`src/rbs_pkg.sv`:
```
// constants and carrier types for the reset, boot-strap and port-default block
//
// Overview of operation
// - each port pin picks one of four drivers from bit n of two select registers
// - select pair {b,a}: 00 open drain, 01 quasi, 10 off, 11 push-pull
// - after any reset all pins default to quasi-bidirectional
// - code-source strap low at reset makes data bus pins push-pull
// - bus width 8 or 16 bits from reset; address size 12 to 20 by software
// - external-only code starts fetching with the full 20-bit address size
// - reset input low reinitialises logic; board holds it at least 10 us
// - reset release raises exception and jumps via 16-bit vector at 0000
// - ram contents after reset are undefined; nothing clears them
// - code-source strap sampled on reset rising edge; high internal, low external
// - after reset the code-source strap pin serves as the bus wait input
// - bus-width strap weakly pulled high in reset; 1 is 16-bit, 0 is 8-bit
// - software may overwrite the latched bus width
// - idle stops the processor, peripherals run, their interrupt wakes it; here any low external interrupt pin wakes it
// - power-down stops the oscillator; exit by reset or external interrupt
// - external interrupt wakes power-down only if enabled and level-sensitive
// - power-down keeps ram, registers and special registers unchanged
package rbs_pkg;
    localparam int NUM_PORTS = 4;
    localparam int PORT_W = 8;
    localparam int ADDR_W = 12;
    // drive select pair {b,a}
    localparam logic [1:0] DRV_OPEN_DRAIN = 2'h0;
    localparam logic [1:0] DRV_QUASI = 2'h1;
    localparam logic [1:0] DRV_OFF = 2'h2;
    localparam logic [1:0] DRV_PUSH_PULL = 2'h3;
    localparam logic [PORT_W-1:0] SEL_A_RESET = 8'hff;
    localparam logic [PORT_W-1:0] SEL_B_RESET = 8'h00;
    localparam logic [PORT_W-1:0] SEL_ALL = 8'hff;
    // ports carrying the external data bus (low and high byte)
    localparam int DATA_PORT_LO = 0;
    localparam int DATA_PORT_HI = 2;
    // address size field: 12..20 bits
    localparam logic [4:0] ADDR_SIZE_MIN = 5'h0c;
    localparam logic [4:0] ADDR_SIZE_MAX = 5'h14;
    localparam logic [15:0] RESET_VECTOR_ADDR = 16'h0000;
    // timing, 10 MHz clock
    localparam int CLK_HZ = 10_000_000;
    localparam int RST_MIN_NS = 10_000;
    localparam int RST_MIN_CYC = (RST_MIN_NS * (CLK_HZ / 1_000_000) + 999) / 1000;
    localparam int STRAP_HOLD_CYC = 3;
    localparam logic [1:0] STRAP_HOLD_CNT = 2'(STRAP_HOLD_CYC - 1);
    // apb map
    localparam logic [ADDR_W-1:0] OFF_SEL_A0 = 12'h000;
    localparam logic [ADDR_W-1:0] OFF_SEL_B0 = 12'h010;
    localparam logic [ADDR_W-1:0] OFF_BUS_CFG = 12'h020;
    localparam logic [ADDR_W-1:0] OFF_PWR_CTRL = 12'h024;
    localparam logic [ADDR_W-1:0] OFF_STATUS = 12'h028;
    localparam logic [ADDR_W-1:0] OFF_INT_CFG = 12'h02c;
    // bus config bits
    localparam int BC_WIDE = 0;
    localparam int BC_ASZ_LSB = 8;
    // power control bits
    localparam int PC_IDLE = 0;
    localparam int PC_PDOWN = 1;
    // status bits
    localparam int ST_EXT_CODE = 0;
    localparam int ST_WIDE_STRAP = 1;
    localparam int ST_IDLE = 2;
    localparam int ST_PDOWN = 3;
    localparam int ST_BOOT = 4;
    // interrupt config bits
    localparam int IC_EN0 = 0;
    localparam int IC_LVL0 = 2;

    typedef enum logic [2:0] {
        RBS_RESET, RBS_STRAP, RBS_BOOT, RBS_RUN, RBS_IDLE, RBS_PDOWN
    } rbs_state_t;

    typedef struct packed {
        logic ext_code;
        logic bus_wide;
        logic [4:0] addr_size;
        logic cpu_run;
        logic osc_run;
        logic boot_req;
        logic [15:0] boot_vector_addr;
        logic bus_wait;
    } rbs_core_t;
endpackage : rbs_pkg

```
`src/rbs_sync.sv`:
```
// three-flop synchroniser with agreement of the last two stages
`timescale 1ns/1ps
module rbs_sync (
    // clock and reset
    input wire logic pclk,
    input wire logic presetn,
    // asynchronous level in, settled level out
    input wire logic din,
    output logic dout
);
    typedef struct packed {
        logic [2:0] sh;
        logic q;
    } rbs_sync_st_t;
    rbs_sync_st_t st_reg, st_next;

    always_comb begin
        st_next = st_reg;
        st_next.sh = {st_reg.sh[1:0], din};
        // stage 0 only feeds stage 1
        if (st_reg.sh[1] == st_reg.sh[2]) begin
            st_next.q = st_reg.sh[2];
        end
    end

    always_ff @(posedge pclk or negedge presetn) begin
        if (!presetn) begin
            st_reg <= '0;
        end else begin
            st_reg <= st_next;
        end
    end

    assign dout = st_reg.q;
endmodule : rbs_sync

```
`src/rbs_drive_decode.sv`:
```
// decodes one port's select pair into per-pin driver controls
`timescale 1ns/1ps
module rbs_drive_decode (
    // select registers
    input wire logic [7:0] sel_a,
    input wire logic [7:0] sel_b,
    // per-pin driver mode
    output logic [7:0] open_drain,
    output logic [7:0] quasi,
    output logic [7:0] hi_z,
    output logic [7:0] push_pull
);
    function automatic logic [3:0] rbs_decode(input logic [1:0] pair);
        logic [3:0] d;
        d = 4'h0;
        case (pair)
            rbs_pkg::DRV_OPEN_DRAIN: d = 4'h1;
            rbs_pkg::DRV_QUASI: d = 4'h2;
            rbs_pkg::DRV_OFF: d = 4'h4;
            default: d = 4'h8;
        endcase
        return d;
    endfunction : rbs_decode

    for (genvar i = 0; i < rbs_pkg::PORT_W; i++) begin : g_pin
        logic [3:0] d;
        assign d = rbs_decode({sel_b[i], sel_a[i]});
        assign open_drain[i] = d[0];
        assign quasi[i] = d[1];
        assign hi_z[i] = d[2];
        assign push_pull[i] = d[3];
    end
endmodule : rbs_drive_decode

```
`src/rbs_top.sv`:
```
// reset sequencing, strap capture, port driver defaults and power modes
`timescale 1ns/1ps
module rbs_top (
    // clock and reset
    input wire logic pclk,
    input wire logic presetn,
    // board reset pin, active low, asynchronous to pclk
    input wire logic rst_pin_n,
    // strap pins
    input wire logic code_source_strap,
    input wire logic bus_width_strap,
    output logic bus_width_pull_up,
    // external interrupt pins
    input wire logic [1:0] ext_int_n,
    // apb slave
    input wire logic psel,
    input wire logic penable,
    input wire logic pwrite,
    input wire logic [rbs_pkg::ADDR_W-1:0] paddr,
    input wire logic [31:0] pwdata,
    output logic [31:0] prdata,
    output logic pready,
    output logic pslverr,
    // core side
    output rbs_pkg::rbs_core_t core,
    output logic logic_reset_n,
    output logic periph_run,
    // port drivers, one byte of pins per port
    output logic [rbs_pkg::NUM_PORTS*8-1:0] pin_open_drain,
    output logic [rbs_pkg::NUM_PORTS*8-1:0] pin_quasi,
    output logic [rbs_pkg::NUM_PORTS*8-1:0] pin_hi_z,
    output logic [rbs_pkg::NUM_PORTS*8-1:0] pin_push_pull
);
    localparam int NP = rbs_pkg::NUM_PORTS;
    localparam int PW = rbs_pkg::PORT_W;

    typedef struct packed {
        rbs_pkg::rbs_state_t state;
        logic [1:0] hold_cnt;
        logic ext_code;
        logic wide_strap;
        logic bus_wide;
        logic [4:0] addr_size;
        logic [NP-1:0][PW-1:0] sel_a;
        logic [NP-1:0][PW-1:0] sel_b;
        logic [3:0] int_cfg;
        logic boot_req;
        logic [31:0] rdata;
    } rbs_st_t;

    rbs_st_t st_reg, st_next;
    logic rst_sync;
    logic strap_cs_s;
    logic strap_bw_s;
    logic [1:0] eint_s;
    logic wr_en;
    logic rd_en;
    logic wake_int;

    // ----------------------------------------------------------------
    // input synchronisers
    // ----------------------------------------------------------------
    rbs_sync u_sync_rst (.pclk(pclk), .presetn(presetn), .din(rst_pin_n), .dout(rst_sync));
    rbs_sync u_sync_cs (.pclk(pclk), .presetn(presetn), .din(code_source_strap), .dout(strap_cs_s));
    rbs_sync u_sync_bw (.pclk(pclk), .presetn(presetn), .din(bus_width_strap), .dout(strap_bw_s));
    for (genvar k = 0; k < 2; k++) begin : g_eint
        rbs_sync u_sync_ei (.pclk(pclk), .presetn(presetn), .din(ext_int_n[k]), .dout(eint_s[k]));
    end

    // ----------------------------------------------------------------
    // apb decode
    // ----------------------------------------------------------------
    assign wr_en = psel & penable & pwrite;
    assign rd_en = psel & ~penable & ~pwrite;

    function automatic logic map_hit(input logic [rbs_pkg::ADDR_W-1:0] a);
        logic h;
        h = 1'b0;
        if (a >= rbs_pkg::OFF_SEL_A0 && a < rbs_pkg::OFF_BUS_CFG) begin
            h = (a[1:0] == 2'h0);
        end else if (a == rbs_pkg::OFF_BUS_CFG || a == rbs_pkg::OFF_PWR_CTRL) begin
            h = 1'b1;
        end else if (a == rbs_pkg::OFF_STATUS || a == rbs_pkg::OFF_INT_CFG) begin
            h = 1'b1;
        end
        return h;
    endfunction : map_hit

    // power-down woken only by an enabled, level-sensitive external interrupt held low
    always_comb begin
        wake_int = 1'b0;
        for (int k = 0; k < 2; k++) begin
            if (st_reg.int_cfg[rbs_pkg::IC_EN0 + k] && st_reg.int_cfg[rbs_pkg::IC_LVL0 + k] && !eint_s[k]) begin
                wake_int = 1'b1;
            end
        end
    end

    // ----------------------------------------------------------------
    // next state
    // ----------------------------------------------------------------
    always_comb begin
        logic [2:0] idx;
        idx = 3'h0;
        st_next = st_reg;
        st_next.boot_req = 1'b0;
        case (st_reg.state)
            rbs_pkg::RBS_RESET: begin
                // hold everything at defaults while the pin is low
                st_next.wide_strap = 1'b1;
                if (rst_sync) begin
                    st_next.state = rbs_pkg::RBS_STRAP;
                    st_next.hold_cnt = '0;
                    st_next.ext_code = ~strap_cs_s;
                    st_next.wide_strap = strap_bw_s;
                end
            end
            rbs_pkg::RBS_STRAP: begin
                // straps held three clocks after release, latch defaults at the end
                st_next.hold_cnt = st_reg.hold_cnt + 2'h1;
                if (st_reg.hold_cnt == rbs_pkg::STRAP_HOLD_CNT) begin
                    st_next.state = rbs_pkg::RBS_BOOT;
                    st_next.bus_wide = st_reg.wide_strap;
                    st_next.addr_size = st_reg.ext_code ? rbs_pkg::ADDR_SIZE_MAX : rbs_pkg::ADDR_SIZE_MIN;
                    if (st_reg.ext_code) begin
                        st_next.sel_a[rbs_pkg::DATA_PORT_LO] = rbs_pkg::SEL_ALL;
                        st_next.sel_b[rbs_pkg::DATA_PORT_LO] = rbs_pkg::SEL_ALL;
                        if (st_reg.wide_strap) begin
                            st_next.sel_a[rbs_pkg::DATA_PORT_HI] = rbs_pkg::SEL_ALL;
                            st_next.sel_b[rbs_pkg::DATA_PORT_HI] = rbs_pkg::SEL_ALL;
                        end
                    end
                end
            end
            rbs_pkg::RBS_BOOT: begin
                st_next.boot_req = 1'b1;
                st_next.state = rbs_pkg::RBS_RUN;
            end
            rbs_pkg::RBS_RUN: begin
                if (wr_en && paddr == rbs_pkg::OFF_PWR_CTRL) begin
                    if (pwdata[rbs_pkg::PC_PDOWN]) begin
                        st_next.state = rbs_pkg::RBS_PDOWN;
                    end else if (pwdata[rbs_pkg::PC_IDLE]) begin
                        st_next.state = rbs_pkg::RBS_IDLE;
                    end
                end
            end
            rbs_pkg::RBS_IDLE: begin
                if (wake_int || !eint_s[0] || !eint_s[1]) begin
                    st_next.state = rbs_pkg::RBS_RUN;
                end
            end
            rbs_pkg::RBS_PDOWN: begin
                // no register changes here: contents retained
                if (wake_int) begin
                    st_next.state = rbs_pkg::RBS_RUN;
                end
            end
            default: st_next.state = rbs_pkg::RBS_RESET;
        endcase

        // register writes only while the processor is running
        // an unmapped or unaligned address answers with an error and must leave every register alone
        if (wr_en && map_hit(paddr) && st_reg.state == rbs_pkg::RBS_RUN) begin
            if (paddr < rbs_pkg::OFF_SEL_B0) begin
                idx = paddr[4:2];
                st_next.sel_a[idx[1:0]] = pwdata[PW-1:0];
            end else if (paddr < rbs_pkg::OFF_BUS_CFG) begin
                idx = paddr[4:2];
                st_next.sel_b[idx[1:0]] = pwdata[PW-1:0];
            end else if (paddr == rbs_pkg::OFF_BUS_CFG) begin
                st_next.bus_wide = pwdata[rbs_pkg::BC_WIDE];
                if (pwdata[rbs_pkg::BC_ASZ_LSB +: 5] >= rbs_pkg::ADDR_SIZE_MIN
                    && pwdata[rbs_pkg::BC_ASZ_LSB +: 5] <= rbs_pkg::ADDR_SIZE_MAX) begin
                    st_next.addr_size = pwdata[rbs_pkg::BC_ASZ_LSB +: 5];
                end
            end else if (paddr == rbs_pkg::OFF_INT_CFG) begin
                st_next.int_cfg = pwdata[3:0];
            end
        end

        // read data captured in the setup phase
        if (rd_en) begin
            st_next.rdata = '0;
            if (paddr < rbs_pkg::OFF_SEL_B0) begin
                idx = paddr[4:2];
                st_next.rdata[PW-1:0] = st_reg.sel_a[idx[1:0]];
            end else if (paddr < rbs_pkg::OFF_BUS_CFG) begin
                idx = paddr[4:2];
                st_next.rdata[PW-1:0] = st_reg.sel_b[idx[1:0]];
            end else if (paddr == rbs_pkg::OFF_BUS_CFG) begin
                st_next.rdata[rbs_pkg::BC_WIDE] = st_reg.bus_wide;
                st_next.rdata[rbs_pkg::BC_ASZ_LSB +: 5] = st_reg.addr_size;
            end else if (paddr == rbs_pkg::OFF_STATUS) begin
                st_next.rdata[rbs_pkg::ST_EXT_CODE] = st_reg.ext_code;
                st_next.rdata[rbs_pkg::ST_WIDE_STRAP] = st_reg.wide_strap;
                st_next.rdata[rbs_pkg::ST_IDLE] = (st_reg.state == rbs_pkg::RBS_IDLE);
                st_next.rdata[rbs_pkg::ST_PDOWN] = (st_reg.state == rbs_pkg::RBS_PDOWN);
                st_next.rdata[rbs_pkg::ST_BOOT] = (st_reg.state == rbs_pkg::RBS_BOOT);
            end else if (paddr == rbs_pkg::OFF_INT_CFG) begin
                st_next.rdata[3:0] = st_reg.int_cfg;
            end
        end

        // a low reset pin reinitialises everything, the latched strap values included
        if (!rst_sync) begin
            st_next = '0;
            st_next.state = rbs_pkg::RBS_RESET;
            st_next.wide_strap = 1'b1;
            st_next.bus_wide = 1'b1;
            st_next.addr_size = rbs_pkg::ADDR_SIZE_MIN;
            for (int p = 0; p < NP; p++) begin
                st_next.sel_a[p] = rbs_pkg::SEL_A_RESET;
                st_next.sel_b[p] = rbs_pkg::SEL_B_RESET;
            end
        end
    end

    always_ff @(posedge pclk or negedge presetn) begin
        if (!presetn) begin
            st_reg <= '0;
            st_reg.state <= rbs_pkg::RBS_RESET;
            st_reg.wide_strap <= 1'b1;
            st_reg.bus_wide <= 1'b1;
            st_reg.addr_size <= rbs_pkg::ADDR_SIZE_MIN;
            st_reg.sel_a <= {NP{rbs_pkg::SEL_A_RESET}};
            st_reg.sel_b <= {NP{rbs_pkg::SEL_B_RESET}};
        end else begin
            st_reg <= st_next;
        end
    end

    // ----------------------------------------------------------------
    // outputs
    // ----------------------------------------------------------------
    for (genvar p = 0; p < NP; p++) begin : g_port
        rbs_drive_decode u_dec (
            .sel_a(st_reg.sel_a[p]),
            .sel_b(st_reg.sel_b[p]),
            .open_drain(pin_open_drain[p*8 +: 8]),
            .quasi(pin_quasi[p*8 +: 8]),
            .hi_z(pin_hi_z[p*8 +: 8]),
            .push_pull(pin_push_pull[p*8 +: 8])
        );
    end

    // ram is never cleared here; its content after reset is whatever it was
    assign logic_reset_n = (st_reg.state != rbs_pkg::RBS_RESET) && (st_reg.state != rbs_pkg::RBS_STRAP);
    assign bus_width_pull_up = (st_reg.state == rbs_pkg::RBS_RESET) || (st_reg.state == rbs_pkg::RBS_STRAP);
    assign periph_run = (st_reg.state != rbs_pkg::RBS_PDOWN);
    assign core.ext_code = st_reg.ext_code;
    assign core.bus_wide = st_reg.bus_wide;
    assign core.addr_size = st_reg.addr_size;
    assign core.cpu_run = (st_reg.state == rbs_pkg::RBS_RUN) || (st_reg.state == rbs_pkg::RBS_BOOT);
    assign core.osc_run = (st_reg.state != rbs_pkg::RBS_PDOWN);
    assign core.boot_req = st_reg.boot_req;
    assign core.boot_vector_addr = rbs_pkg::RESET_VECTOR_ADDR;
    // after release the strap pin is the wait input; gated off until then
    assign core.bus_wait = logic_reset_n & strap_cs_s;

    assign pready = 1'b1;
    assign pslverr = psel & penable & ~map_hit(paddr);
    assign prdata = st_reg.rdata;
endmodule : rbs_top

```
`config.mk`:
```
export PLATFORM = sky130hd
export DESIGN_NAME = rbs_top
export DESIGN_NICKNAME = d
export VERILOG_FILES = /design/src/rbs_pkg.sv /design/src/rbs_sync.sv /design/src/rbs_drive_decode.sv /design/src/rbs_top.sv
export SDC_FILE = /design/constraint.sdc
export NUM_CORES = 1
export LEC_CHECK = 0
export ABC_AREA = 0
export BUFFER_PORTS_ARGS = -buffer_cell sky130_fd_sc_hd__buf_2
export CELL_PAD_IN_SITES_DETAIL_PLACEMENT = 1
export CELL_PAD_IN_SITES_GLOBAL_PLACEMENT = 2
export CORE_ASPECT_RATIO = 1.1
export CORE_UTILIZATION = 27
export CTS_BUF_LIST = sky130_fd_sc_hd__clkbuf_16
export DETAILED_ROUTE_END_ITERATION = 10
export PLACE_DENSITY = 0.83
export SKIP_LAST_GASP = 1
export SLEW_MARGIN = 10
export SYNTH_ARGS = -nofsm -noshare
export SYNTH_HDL_FRONTEND = slang
export SYNTH_SLANG_ARGS = --single-unit
```
`constraint.sdc`:
```
create_clock -name pclk -period 2.6 [get_ports pclk]
set_clock_uncertainty 0.2 [all_clocks]
set_input_delay 0.78 -clock pclk [delete_from_list [all_inputs] [get_ports pclk]]
set_output_delay 0.78 -clock pclk [all_outputs]
set_load 0.03 [all_outputs]
```
==> results.sh <==
export IMPL_pwr_share_seq=0.406
export IMPL_first_pass_iters=6
export IMPL_initial_core_util=0.276
export IMPL_whs_endpoint="g_eint[1].u_sync_ei.st_next[3]"
export IMPL_path_cells="buf_6 -> or4_4 -> nor4_4 -> a21oi_2 -> buf_6"
export IMPL_die_y_um=168
export IMPL_reg2reg_slack_ns=0.32
export IMPL_r2r_cells=7
export IMPL_drv_slew=0
export IMPL_hold_depth=0
export IMPL_antenna_found_initial=0
export IMPL_io_pins=246
export IMPL_drive_above_1_share=0.374
export IMPL_cp_startpoint="paddr[11]"
export IMPL_cts_buffer_depth=2
export IMPL_final_cells=1222
export IMPL_critPathMaxStageDelay_ns=0.56
export IMPL_detailed_place_hpwl_mm=16.6
export IMPL_largest_reg_flops=74
export IMPL_clk_latency_ns=0.42
export IMPL_synth_fa_ha_area_frac=0.00925
export IMPL_num_rows=60
export IMPL_worst_ep_required_time_ns=1.62
export IMPL_holdCritPathClass="flop to flop"
export IMPL_status="complete, but fails checks"
export IMPL_synth_edf_count=0
export IMPL_synthCells=704
export IMPL_yosys_top_cells_area="dfrtp_1 29%, dfstp_2 14%, nor2b_1 7.7%"
export IMPL_grtUsageTotal=0.176
export IMPL_cp_arrival_ns=1.90
export IMPL_num_vias=5815
export IMPL_clk_pin_slew_worst_paths_ns=0.05
export IMPL_fin_area_um2=8760
export IMPL_pre_cts_ws_ns=-0.406
export IMPL_fin_crit_sh=1.11
export IMPL_setup_ws_ns=-0.280
export IMPL_critPathSlowestCell="or4_4"
export IMPL_seq_area_um2=2930
export IMPL_synthXorXnorAreaFrac=0
export IMPL_worstSetupStartpointType="primary input"
export IMPL_grt_pass1_wl_mm=34.2
export IMPL_p_int_mw=3.37
export IMPL_fillCellCount=2848
export IMPL_cts_tree="yes"
export IMPL_reg2reg_to="st_reg[52]"
export IMPL_max_vdd_ir_drop_v=0.000335
export IMPL_busiest_layer="met2"
export IMPL_end_kind="output port"
export IMPL_vias_per_cell=4.76
export IMPL_wl_per_cell_um=18.3
export IMPL_ys_flop_type="dfrtp_1"
export IMPL_min_from="g_eint[1].u_sync_ei.st_next[2]"
export IMPL_clock_power_share=0.487
export IMPL_synth_seq_cells=115
export IMPL_grt_use_met1=0.221
export IMPL_cts_root_buffer="clkbuf_16"
export IMPL_p_total_mw=4.60
export IMPL_synth_area_mux_share=0.114
export IMPL_placed_area_um2=8130
export IMPL_yosysTopAreaCellShare=0.292
export IMPL_cts_sinks=115
export IMPL_grt_overflow_total=0
export IMPL_yosysWarnings=0
export IMPL_crit_type="primary input to output port"
export IMPL_use_met2=0.307
export IMPL_synth_top_family_by_area="simple AND/OR/NAND/NOR gates"
export IMPL_multi_input_area_um2=3370
export IMPL_fin_crit_ns=2.88
export IMPL_netlist_area_um2=6770
export IMPL_critPathMaxFanout=2
export IMPL_cap_violations=0
export IMPL_ys_types=55
export IMPL_seq_area_frac_synth=0.432
export IMPL_avgSynthCellArea_um2=9.61
export IMPL_powerDensity_nw_per_um2=525
export IMPL_fin_nets=954
export IMPL_async_reset_ff_frac=1.00
export IMPL_final_setup_viol_count=1
export IMPL_first_iter_violations=288
export IMPL_synth_compound_area_frac=0.0860
export IMPL_core_um2=24500
export IMPL_timing_slew_headroom=0.252
export IMPL_yosys_area_share_simple=0.260
export IMPL_drc_errors=0
export IMPL_antenna_left=0
export IMPL_area_growth_syn_to_layout_pct=29.5
export IMPL_p_sw_mw=1.23
export IMPL_fin_hold_ws_ns=0.145
export IMPL_die_x_um=153
export IMPL_swShare=0.268
export IMPL_p_comb_frac=0.107
export IMPL_grt_pass1_vias=5882
export IMPL_gp_congestion=0.830
export IMPL_grtUsageMet3=0.0329
export IMPL_grt_max_degree=103
export IMPL_hold_viol=0
export IMPL_h_tree_depth=4
export IMPL_dp_cells=1188
export IMPL_r2r_start="st_reg[111]"
export IMPL_p_leak_nw=4.34
export IMPL_synth_top_area_cell="dfrtp_1"
export IMPL_wl_mm=22.4
export IMPL_path_common_cell="buf_6"
export IMPL_fmax_ghz=0.347
export IMPL_dieArea_um2=25700
export IMPL_rsz0062_at_grt="yes"
export IMPL_portBuffers=190
export IMPL_cts_made_buffers=17
export IMPL_worstMarginPinSlew_ns=1.12
export IMPL_violations="setup timing"
export IMPL_antenna_cells=0
==> routing by layer <==
| layer | vias up | share of wire |
|---|---|---|
| met5 | - | 0 |
| met1 | 2935 | 0.45 |
| met4 | 0 | 0.013 |
| li1 | 2696 | - |
| met2 | 166 | 0.50 |
| met3 | 18 | 0.041 |
==> area by class of cell <==
class / instances / share of cell area
well taps: 310 / 0.0443
repair buffers: 241 / 0.166
clock buffers: 17 / 0.0485
clock inverters: 15 / 0.0164
multi-input cells: 509 / 0.384
inverters: 15 / 0.00642
flip-flops and latches: 115 / 0.334
==> power by group through the flow <==
| stage | logic [mW] | registers [mW] | clock network (mW) |
|---|---|---|---|
| CTS | 0.494 | 1.87 | 2.30 |
| floorplan | 0.349 | 1.88 | 0 |
| detailed placement | 0.487 | 1.90 | 0 |
| finish | 0.491 | 1.87 | 2.24 |
| global route | 0.529 | 1.87 | 2.36 |
| global placement | 0.481 | 1.89 | 0 |
==> worst max-delay path, delay by kind of cell <==
family / cells / cell delay (ns)
AO/OA/AOI/OAI: 1 / 0.12
buffers and inverters: 2 / 0.24
AND/OR/NAND/NOR: 2 / 0.75
==> synth_stat cells, drive strengths merged (3+ instances only) <==
cell,number
and2,35
inv,15
nand3b,4
a31oi,8
mux2i,41
dfrtp,79
clkbuf,30
nand2b,4
nand2,59
nor3b,13
maj3,5
nand4,7
mux4,16
nor2,68
o21ai,37
o22ai,3
a22o,6
dfstp,36
nor3,13
nor2b,83
a21boi,6
nand3,20
buf,69
nor4,3
and3,4
o211a,9
a21oi,4
==> worst max-delay path by stage <==
| stage | end |
|---|---|
| after global placement | pslverr |
| after detailed placement | pslverr |
| after CTS | pslverr |
| after global routing | pslverr |
| final | pslverr |
| after floorplan | pslverr |
==> cell usage in the layout (no fill, tap or decap), types with 5 or more instances in the layout <==
cell type   instances
a21boi_0            6
a22o_1              6
a31oi_1             8
and2_1             35
buf_12              8
buf_2             187
buf_4              41
clkbuf_16          17
clkinvlp_4          7
conb_1             36
dfrtp_1            76
dfstp_2            36
inv_1              16
maj3_1              5
mux2i_1            41
mux4_2             16
nand2_1            59
nand3_1            16
nand4_1             6
nor2_1             67
nor2b_1            83
nor3_1             13
nor3b_1            12
o211a_1             9
o21ai_0            34
==> repair_timing <==
action | CTS | global route
pin swaps | 3 | 1
endpoints found under the setup margin | 2 | 7
endpoints found under the hold margin | 1 | 0
hold buffers | 1 | 0
buffers inserted | 1 | 1
gates resized for setup | 4 | 8
==> cell families after synthesis <==
group,Yosys count
flops,115
simple gates,323
other cells,2
buf+inv,114
fa+ha+maj,6
mux,57
compound gates,87
==> stage by stage <==
stage	util	setup TNS, ns
final	0.357	-0.280
after global routing	0.357	-0.303
after CTS	0.356	-0.289
after detailed placement	0.331	-21.23
after global placement	0.331	-18.41
after floorplan	-	-1.32
(Power assumes the default switching activity.)
